## src/dtd_consts.vh

```
`ifndef DTD_CONSTS_VH
`define DTD_CONSTS_VH

// ==========================================
// Opcodes
`define DTD_OP_LOAD_SEG 8'h8E
`define DTD_OP_STORE_SEG 8'h8C
`define DTD_OP_TRANSLATE 8'hD7
`define DTD_OP_LDEA 8'h8D
`define DTD_OP_LFP_DATA 8'hC5
`define DTD_OP_LFP_EXTRA 8'hC4
`define DTD_OP_FL2AH 8'h9F
`define DTD_OP_AH2FL 8'h9E

// ==========================================
// Operation codes on the output
`define DTD_K_NONE 4'h0
`define DTD_K_LOAD_SEG 4'h1
`define DTD_K_STORE_SEG 4'h2
`define DTD_K_TABLE 4'h3
`define DTD_K_LDEA 4'h4
`define DTD_K_LFP_DATA 4'h5
`define DTD_K_LFP_EXTRA 4'h6
`define DTD_K_FL2AH 4'h7
`define DTD_K_AH2FL 4'h8

// ==========================================
// Minimum cycle counts (wide / narrow)
`define DTD_C_LSEG_REG 7'h02
`define DTD_C_LSEG_MEM_W 7'h09
`define DTD_C_LSEG_MEM_N 7'h0D
`define DTD_C_SSEG_REG 7'h02
`define DTD_C_SSEG_MEM_W 7'h0B
`define DTD_C_SSEG_MEM_N 7'h0F
`define DTD_C_TABLE_W 7'h0B
`define DTD_C_TABLE_N 7'h0F
`define DTD_C_LDEA 7'h06
`define DTD_C_LFP_W 7'h12
`define DTD_C_LFP_N 7'h1A
`define DTD_C_FL2AH 7'h02
`define DTD_C_AH2FL 7'h03

// ==========================================
// Queue depths and addressing byte fields
`define DTD_Q_WIDE 4'h6
`define DTD_Q_NARROW 4'h4
`define DTD_MOD_REG 2'h3
`define DTD_MOD_HI 7
`define DTD_MOD_LO 6
`define DTD_REG_HI 5
`define DTD_REG_LO 3
`define DTD_RM_HI 2
`define DTD_RM_LO 0

`endif

```

## src/dtd_decoder.v

```verilog
`timescale 1ns/100ps
`include "dtd_consts.vh"

module dtd_decoder (
  // Clock and reset
  input wire clk,
  input wire reset_n,
  // Variant strap: 1 = 16-bit bus interface unit, 0 = 8-bit
  input wire wideBus,
  // Prefetch queue head
  input wire [3:0] queueCount,
  input wire [7:0] queueByte0,
  input wire [7:0] queueByte1,
  // Execution unit handshake
  input wire execReady,
  // Decode result
  output reg decodeValid_r,
  output reg [3:0] opKind_r,
  output reg [6:0] minCycles_r,
  output reg memOperand_r,
  output reg wordSize_r,
  output reg [1:0] modField_r,
  output reg [2:0] regField_r,
  output reg [2:0] rmField_r,
  output reg illegalForm_r,
  output reg [1:0] consumeBytes_r,
  output reg decodeStall_r,
  output reg [3:0] queueDepth_r
);

  // ==========================================
  // Helpers

  // Pick register or memory figure, memory figure per bus variant
  function [6:0] pickCount;
    input isMem;
    input wide;
    input [6:0] regCnt;
    input [6:0] memWide;
    input [6:0] memNarrow;
    begin
      if (!isMem) begin
        pickCount = regCnt;
      end else if (wide) begin
        pickCount = memWide;
      end else begin
        pickCount = memNarrow;
      end
    end
  endfunction

  // Does this opcode carry an addressing byte
  function hasModrm;
    input [7:0] op;
    begin
      case (op)
        `DTD_OP_LOAD_SEG, `DTD_OP_STORE_SEG, `DTD_OP_LDEA,
        `DTD_OP_LFP_DATA, `DTD_OP_LFP_EXTRA: hasModrm = 1'b1;
        default: hasModrm = 1'b0;
      endcase
    end
  endfunction

  // ==========================================
  // Combinational decode
  reg [3:0] kindNxt;
  reg [6:0] cyclesNxt;
  reg illegalNxt;
  reg needsModrm;
  reg isMem;
  reg [3:0] bytesNeeded;
  reg haveBytes;

  always @* begin
    needsModrm = hasModrm(queueByte0);
    // Mode 11 is a register operand, all else touches memory
    isMem = (queueByte1[`DTD_MOD_HI:`DTD_MOD_LO] != `DTD_MOD_REG);
    if (needsModrm) begin
      bytesNeeded = 4'h2;
    end else begin
      bytesNeeded = 4'h1;
    end
    // Narrow variant often lacks bytes, so decode waits on the queue
    haveBytes = (queueCount >= bytesNeeded);
    kindNxt = `DTD_K_NONE;
    cyclesNxt = 7'h00;
    illegalNxt = 1'b0;
    // Counts assume everything queued, no waits; extra clocks are the
    // execution unit's business, so only the minimum is reported
    // Handshake slack and misaligned words add clocks the EU must absorb
    // No jump or call in this group, so no destination fetch is added
    case (queueByte0)
      `DTD_OP_LOAD_SEG: begin
        kindNxt = `DTD_K_LOAD_SEG;
        cyclesNxt = pickCount(isMem, wideBus, `DTD_C_LSEG_REG,
                              `DTD_C_LSEG_MEM_W, `DTD_C_LSEG_MEM_N);
      end
      `DTD_OP_STORE_SEG: begin
        kindNxt = `DTD_K_STORE_SEG;
        cyclesNxt = pickCount(isMem, wideBus, `DTD_C_SSEG_REG,
                              `DTD_C_SSEG_MEM_W, `DTD_C_SSEG_MEM_N);
      end
      `DTD_OP_TRANSLATE: begin
        kindNxt = `DTD_K_TABLE;
        cyclesNxt = wideBus ? `DTD_C_TABLE_W : `DTD_C_TABLE_N;
      end
      `DTD_OP_LDEA: begin
        kindNxt = `DTD_K_LDEA;
        cyclesNxt = `DTD_C_LDEA;
      end
      `DTD_OP_LFP_DATA: begin
        kindNxt = `DTD_K_LFP_DATA;
        cyclesNxt = wideBus ? `DTD_C_LFP_W : `DTD_C_LFP_N;
        illegalNxt = !isMem;
      end
      `DTD_OP_LFP_EXTRA: begin
        kindNxt = `DTD_K_LFP_EXTRA;
        cyclesNxt = wideBus ? `DTD_C_LFP_W : `DTD_C_LFP_N;
        illegalNxt = !isMem;
      end
      `DTD_OP_FL2AH: begin
        kindNxt = `DTD_K_FL2AH;
        cyclesNxt = `DTD_C_FL2AH;
      end
      `DTD_OP_AH2FL: begin
        kindNxt = `DTD_K_AH2FL;
        cyclesNxt = `DTD_C_AH2FL;
      end
      default: begin
        kindNxt = `DTD_K_NONE;
        cyclesNxt = 7'h00;
      end
    endcase
  end

  // ==========================================
  // Registered outputs
  // Decode advances when the execution unit takes it or no valid result is held, so a stalled
  // consumer holds the result steady
  always @(posedge clk) begin
    if (!reset_n) begin
      decodeValid_r <= 1'b0;
      opKind_r <= `DTD_K_NONE;
      minCycles_r <= 7'h00;
      memOperand_r <= 1'b0;
      wordSize_r <= 1'b0;
      modField_r <= 2'h0;
      regField_r <= 3'h0;
      rmField_r <= 3'h0;
      illegalForm_r <= 1'b0;
      consumeBytes_r <= 2'h0;
      decodeStall_r <= 1'b0;
      queueDepth_r <= `DTD_Q_NARROW;
    end else begin
      // Queue depth by variant: six bytes wide, four narrow
      queueDepth_r <= wideBus ? `DTD_Q_WIDE : `DTD_Q_NARROW;
      if (execReady || !decodeValid_r) begin
        decodeValid_r <= haveBytes;
        decodeStall_r <= !haveBytes;
        opKind_r <= kindNxt;
        minCycles_r <= cyclesNxt;
        memOperand_r <= needsModrm && isMem;
        wordSize_r <= queueByte0[0];
        modField_r <= needsModrm ? queueByte1[`DTD_MOD_HI:`DTD_MOD_LO] : 2'h0;
        regField_r <= needsModrm ? queueByte1[`DTD_REG_HI:`DTD_REG_LO] : 3'h0;
        rmField_r <= needsModrm ? queueByte1[`DTD_RM_HI:`DTD_RM_LO] : 3'h0;
        illegalForm_r <= illegalNxt;
        consumeBytes_r <= haveBytes ? bytesNeeded[1:0] : 2'h0;
      end
    end
  end

endmodule

```

## config.mk

```make
export PLATFORM = sky130hd
export DESIGN_NAME = dtd_decoder
export DESIGN_NICKNAME = d
export VERILOG_FILES = /design/src/dtd_decoder.v
export VERILOG_INCLUDE_DIRS = /design/src
export SDC_FILE = /design/constraint.sdc
export NUM_CORES = 1
export LEC_CHECK = 0
export BUFFER_PORTS_ARGS = -buffer_cell sky130_fd_sc_hd__buf_4
export CAP_MARGIN = 20
export CORE_MARGIN = 4
export CORE_UTILIZATION = 50
export DETAILED_ROUTE_END_ITERATION = 10
export PLACE_DENSITY = 0.91
export SYNTH_ARGS = -nofsm -noshare
export SYNTH_HDL_FRONTEND = slang
export SYNTH_SLANG_ARGS = --single-unit
```

## constraint.sdc

```tcl
create_clock -name clk -period 4.3 [get_ports clk]
set_clock_uncertainty 0.1 [all_clocks]
set_input_delay 0 -clock clk [delete_from_list [all_inputs] [get_ports clk]]
set_output_delay 0 -clock clk [all_outputs]
set_load 0.01 [all_outputs]
```

# Word level (Yosys, flattened, before mapping)
# Cells that the tools add are included.
# op_classes
n_bitwise	0
reduce_logical	7
n_eq_ne	9
mul	0
magnitude_cmp	1
n_mux	15
add_sub_neg	0
n_div	0
shift	0
# op_table
op	n
8-bit == test, second input constant	8
7-bit one-hot mux with 7 select lines	1
4-bit one-hot mux with 8 select lines	1
3-bit two-way mux	4
4-bit two-way mux	3
2-bit two-way mux	4
5-bit OR reduction	1
4-bit >= comparator	1
1-bit logical NOT	3
1-bit two-way mux	2
2-bit inequality test, second input constant	1
2-bit OR reduction	1
1-bit logical AND	1
1-bit logical OR	1
# totals
out_inout_bits	30
latch_bits	0
mem_count	0
ff_bits	30
mem_bits_ro	0
mem_bits_rw	0
wordCells	44
input_bits	24

# Depth between registers and ports, before layout
# logic_depth
depth_word	6
mapped_depth	9
ltp_nobuf	8

# Worst setup path after synthesis
# OpenSTA, ideal clock, no wires.
# synth_timing
path_type	input -> register
startpoint	in queueByte0[0]
endpoint	reg consumeBytes_r[0]
n_path_buf	1
setup_slack_ps	2485
setup_ps	70
arrival_time_ps	1645
required_ps	4130
stages	9
cell_sequence	or3b_4 o21ai_1 buf_2 nand2_1 ha_1 inv_1 o21a_1 a211o_1 a21oi_1
# synth_via
elab_chain_cells	6
elab_cells_between_ends	10
classes_between	1 x order compare; 5 x eq/ne; 3 x mux; 1 x reduce/logical
# synth_rtl
element	line	source
start: declaration	dtd_decoder.v:12	input wire [7:0] queueByte0,
8-bit == test, on equally long branches	n/a	
5-bit OR reduction *	dtd_decoder.v:56	case (op)
1-bit two-way mux *	dtd_decoder.v:56	
2-bit two-way mux *	dtd_decoder.v:78	if (needsModrm) begin
4-bit >= comparator	dtd_decoder.v:84	haveBytes = (queueCount >= bytesNeeded);
2-bit two-way mux *	dtd_decoder.v:168	consumeBytes_r <= haveBytes ? bytesNeeded[1:0] : 2'h0;
end signal: assignment	dtd_decoder.v:168	
end: declaration	dtd_decoder.v:26	output reg [1:0] consumeBytes_r,
# Mark *: on every way between the ends. The rest lies on a longest branch, timed or not.
# A chain may end at the register's enable or synchronous reset.

# Worst setup path after layout
# Ends and elaborated chain as after synthesis.

==> out/metrics.cfg <==
[placed_design]
gp_congestion=0.803
dp_hpwl_microns=2810
dp_cells=227
port_buffers=48

[floorplanning]
die_y_microns=58.5
start_util_pct=51.9
die_w_microns=58.5
core_area_sq_um=2450
num_io_pins=54
rows=18
dieArea_sq_um=3420

[timing]
period_minus_slack_ns=2.52
timing.fmax_ghz=0.396
maxSlewViolCount=0
rsz0062_at_grt=false
finalHoldViolCount=0
max_slew_margin_pct=46.9
tightest_slew_ns=0.791
setup_tns_ns=0
post-route-period-util_pct=58.7
setup_violations=0

[detailed_routing]
avgRoutedWirePerCell_microns=16.0
num_vias=1432
antenna_left=0
drtPass1Iterations=4
drc_errors=0
drt-initial-drc-count=39
totalWireLength_microns=3940
viasPerCell=5.82

[min_path]
worst_hold_path_type=primary input to register
worstHoldStart=queueCount[2]

[worst_setup_path]
critPathLaunch=queueByte0[0]
crit_path_start_kind=primary input
r2r-start=decodeValid_r$_SDFFE_PN0P_
cp_cell_sequence=dlygate4sd3_1 -> buf_4 -> or3b_4 -> o21ai_1 -> nand2_1 -> ha_1 -> inv_1 -> o21a_1 -> a211o_1 -> a21oi_1
cp.buffers_inverters=3
path_class=primary input to register
worstPathMaxFanout=12
critPathMaxStageDelay_ns=0.53
critical_path_required_ns=4.45
cp.arrival_ns=2.67
r2r_slack_ns=1.97
cp-end-kind=register
cpMaxStageDelayCell=dlygate4sd3_1
cp_top_family=compound AO/OA/AOI/OAI gates

[synth]
muxShareOfSynthArea_pct=0
synth_flop_cell=dfxtp_1
ys_top_cells_by_area=dfxtp_1 39%, a21oi_1 9.0%, nand2_1 7.1%, nand4_1 4.9%, buf_4 2.9%
synth_top_cell_area_share_pct=39.3
synthDistinctLibCells=35
synth_compound_area_share_pct=23.4
syn_area_per_cell_sq_um=7.86
netlist_instances=162
yosys_warnings=0
synth-simple-area-share_pct=25.8
synth_edf_count=0
synth.ff_latch_count=25
yosysTopAreaCell=dfxtp_1
synth-seq-area-share_pct=39.3
synth_top_family_by_area=simple AND/OR/NAND/NOR gates
syn-cell-area_sq_um=1270
yosys.area_share.adder_pct=1.96
synth_xor_area_share_pct=0.688
async_flop_share_pct=0

[job]
cap_violations=0

[clock_tree]
clock-sinks=25
cts_buffer_depth=2
htreeDepth=1
tritoncts=done
cts_root_buf=clkbuf_4
cts-resized-gates=0
clkTransAtPathRegs_ns=0.14
insertion_delay_ns=0.31
cts_made_buffers=3

[power]
vdd_drop_max_uv=141
power_uw=428
power_density_nw_per_um2=240
p_leak_uw=0.000705

[layout]
diodes=0
layout-drive-gt1-share_pct=26.9
nNetsFinal=243
area_delta_synth_final_pct=39.7
utilization_pct=72.5
layout.cells.non_filler=246

[global_routing]
grt_pass1_vias=1435
grt_max_degree=27
antenna_found_initial=0
overflow=0
grt_pass1_wl_microns=6640
grt_use_total_pct=24.6

[status]
status=finished clean

[cell type report]
cell class | instances | area [sq um]
inverters | 5 | 18.8
clock buffers | 3 | 22.5
well taps | 30 | 37.5
repair buffers | 64 | 515
flip-flops and latches | 25 | 500
clock inverters | 1 | 5.00
multi-input cells | 118 | 679
fillers | 205 | 676
[cell families (layout without fill, tap and decap cells)]
kind of cell	Yosys count	count (layout)
xor+xnor	1	1
fa+ha+maj	2	2
simple gates	65	65
flops	25	25
other cells	2	5
compound gates	45	45
buf+inv	22	73
[path summary, 6_finish.rpt]
path / depth (start not counted) / endpoint
min reg2reg: 2 / minCycles_r[0]$_SDFFE_PN0P_
max reg2reg: 6 / minCycles_r[2]$_SDFFE_PN0P_
max: 10 / consumeBytes_r[0]$_SDFFE_PN0P_
min: 5 / decodeStall_r$_SDFFE_PN0P_
[registers in the layout, summed over array words and instances, names as in the netlist]
register	cells
minCycles_r	5
opKind_r	4
regField_r	3
rmField_r	3
consumeBytes_r	2
modField_r	2
decodeStall_r	1
decodeValid_r	1
illegalForm_r	1
memOperand_r	1
queueDepth_r	1
wordSize_r	1
[metrics by stage]
step	setup WS, ns	hold WS [ns]	instance area [sq um]
final	1.78	0.0127	1780
after global routing	1.62	0.0250	1780
after CTS	1.71	0.0110	1770
after detailed placement	1.85	0.181	1600
after global placement	1.98	0.167	1600
after floorplan	2.48	0.0352	1280
[power breakdown]
part	total, uW	leakage [uW]	switching (uW)	internal [uW]
Combinational	84.9	0.000485	47.0	37.9
Sequential	238	0.000203	2.18	236
Clock	105	0.0000177	70.2	34.7
Total	428	0.000705	119	308
[layer usage]
layer	vias up	share of wire, %	global-route usage, %
met5	-	0	0
met4	0	1.5	5.63
met3	8	7.8	4.61
met2	68	52	44.2
met1	675	39	30.0
li1	681	-	-
[cells in the mapped netlist (2+ instances only)]
library cell	instances
a21oi_1	23
nor3_1	7
nand2_1	24
nor2_1	5
conb_1	2
nand3_1	6
nand2b_1	3
inv_1	5
dfxtp_1	25
a22oi_1	2
o21ai_1	4
nor4_1	3
nand4_1	10
nand4b_1	2
clkbuf_1	9
nor2b_1	2
buf_2	3
o22ai_1	2
ha_1	2
buf_4	5
a211o_1	2
o21ai_0	3
[what timing repair did]
| action | in CTS | in global routing |
|---|---|---|
| hold buffers | 14 | 0 |
| buffers inserted | 0 | 0 |
| hold endpoints to repair | 17 | 0 |
[cells in the final DEF, fill, tap and decap left out, drive strengths merged, types with 2 or more instances in the layout]
cell	n
buf	49
dfxtp	25
a22oi	2
o21ai	7
dlygate4sd3	14
inv	5
o22ai	2
nor3	7
nand4b	2
clkbuf	4
nor2	5
nor2b	2
nand3	6
nand2b	3
nand4	10
ha	2
nor4	3
a211o	2
nand2	24
conb	5
a21oi	23
[tightest hold or removal path: stages]
cell     delay, ns
buf_4         0.08
nor3_1        0.05
o21a_1        0.12
nand2_1       0.08
a21oi_1       0.06
Power figures use the tool's default switching activity.
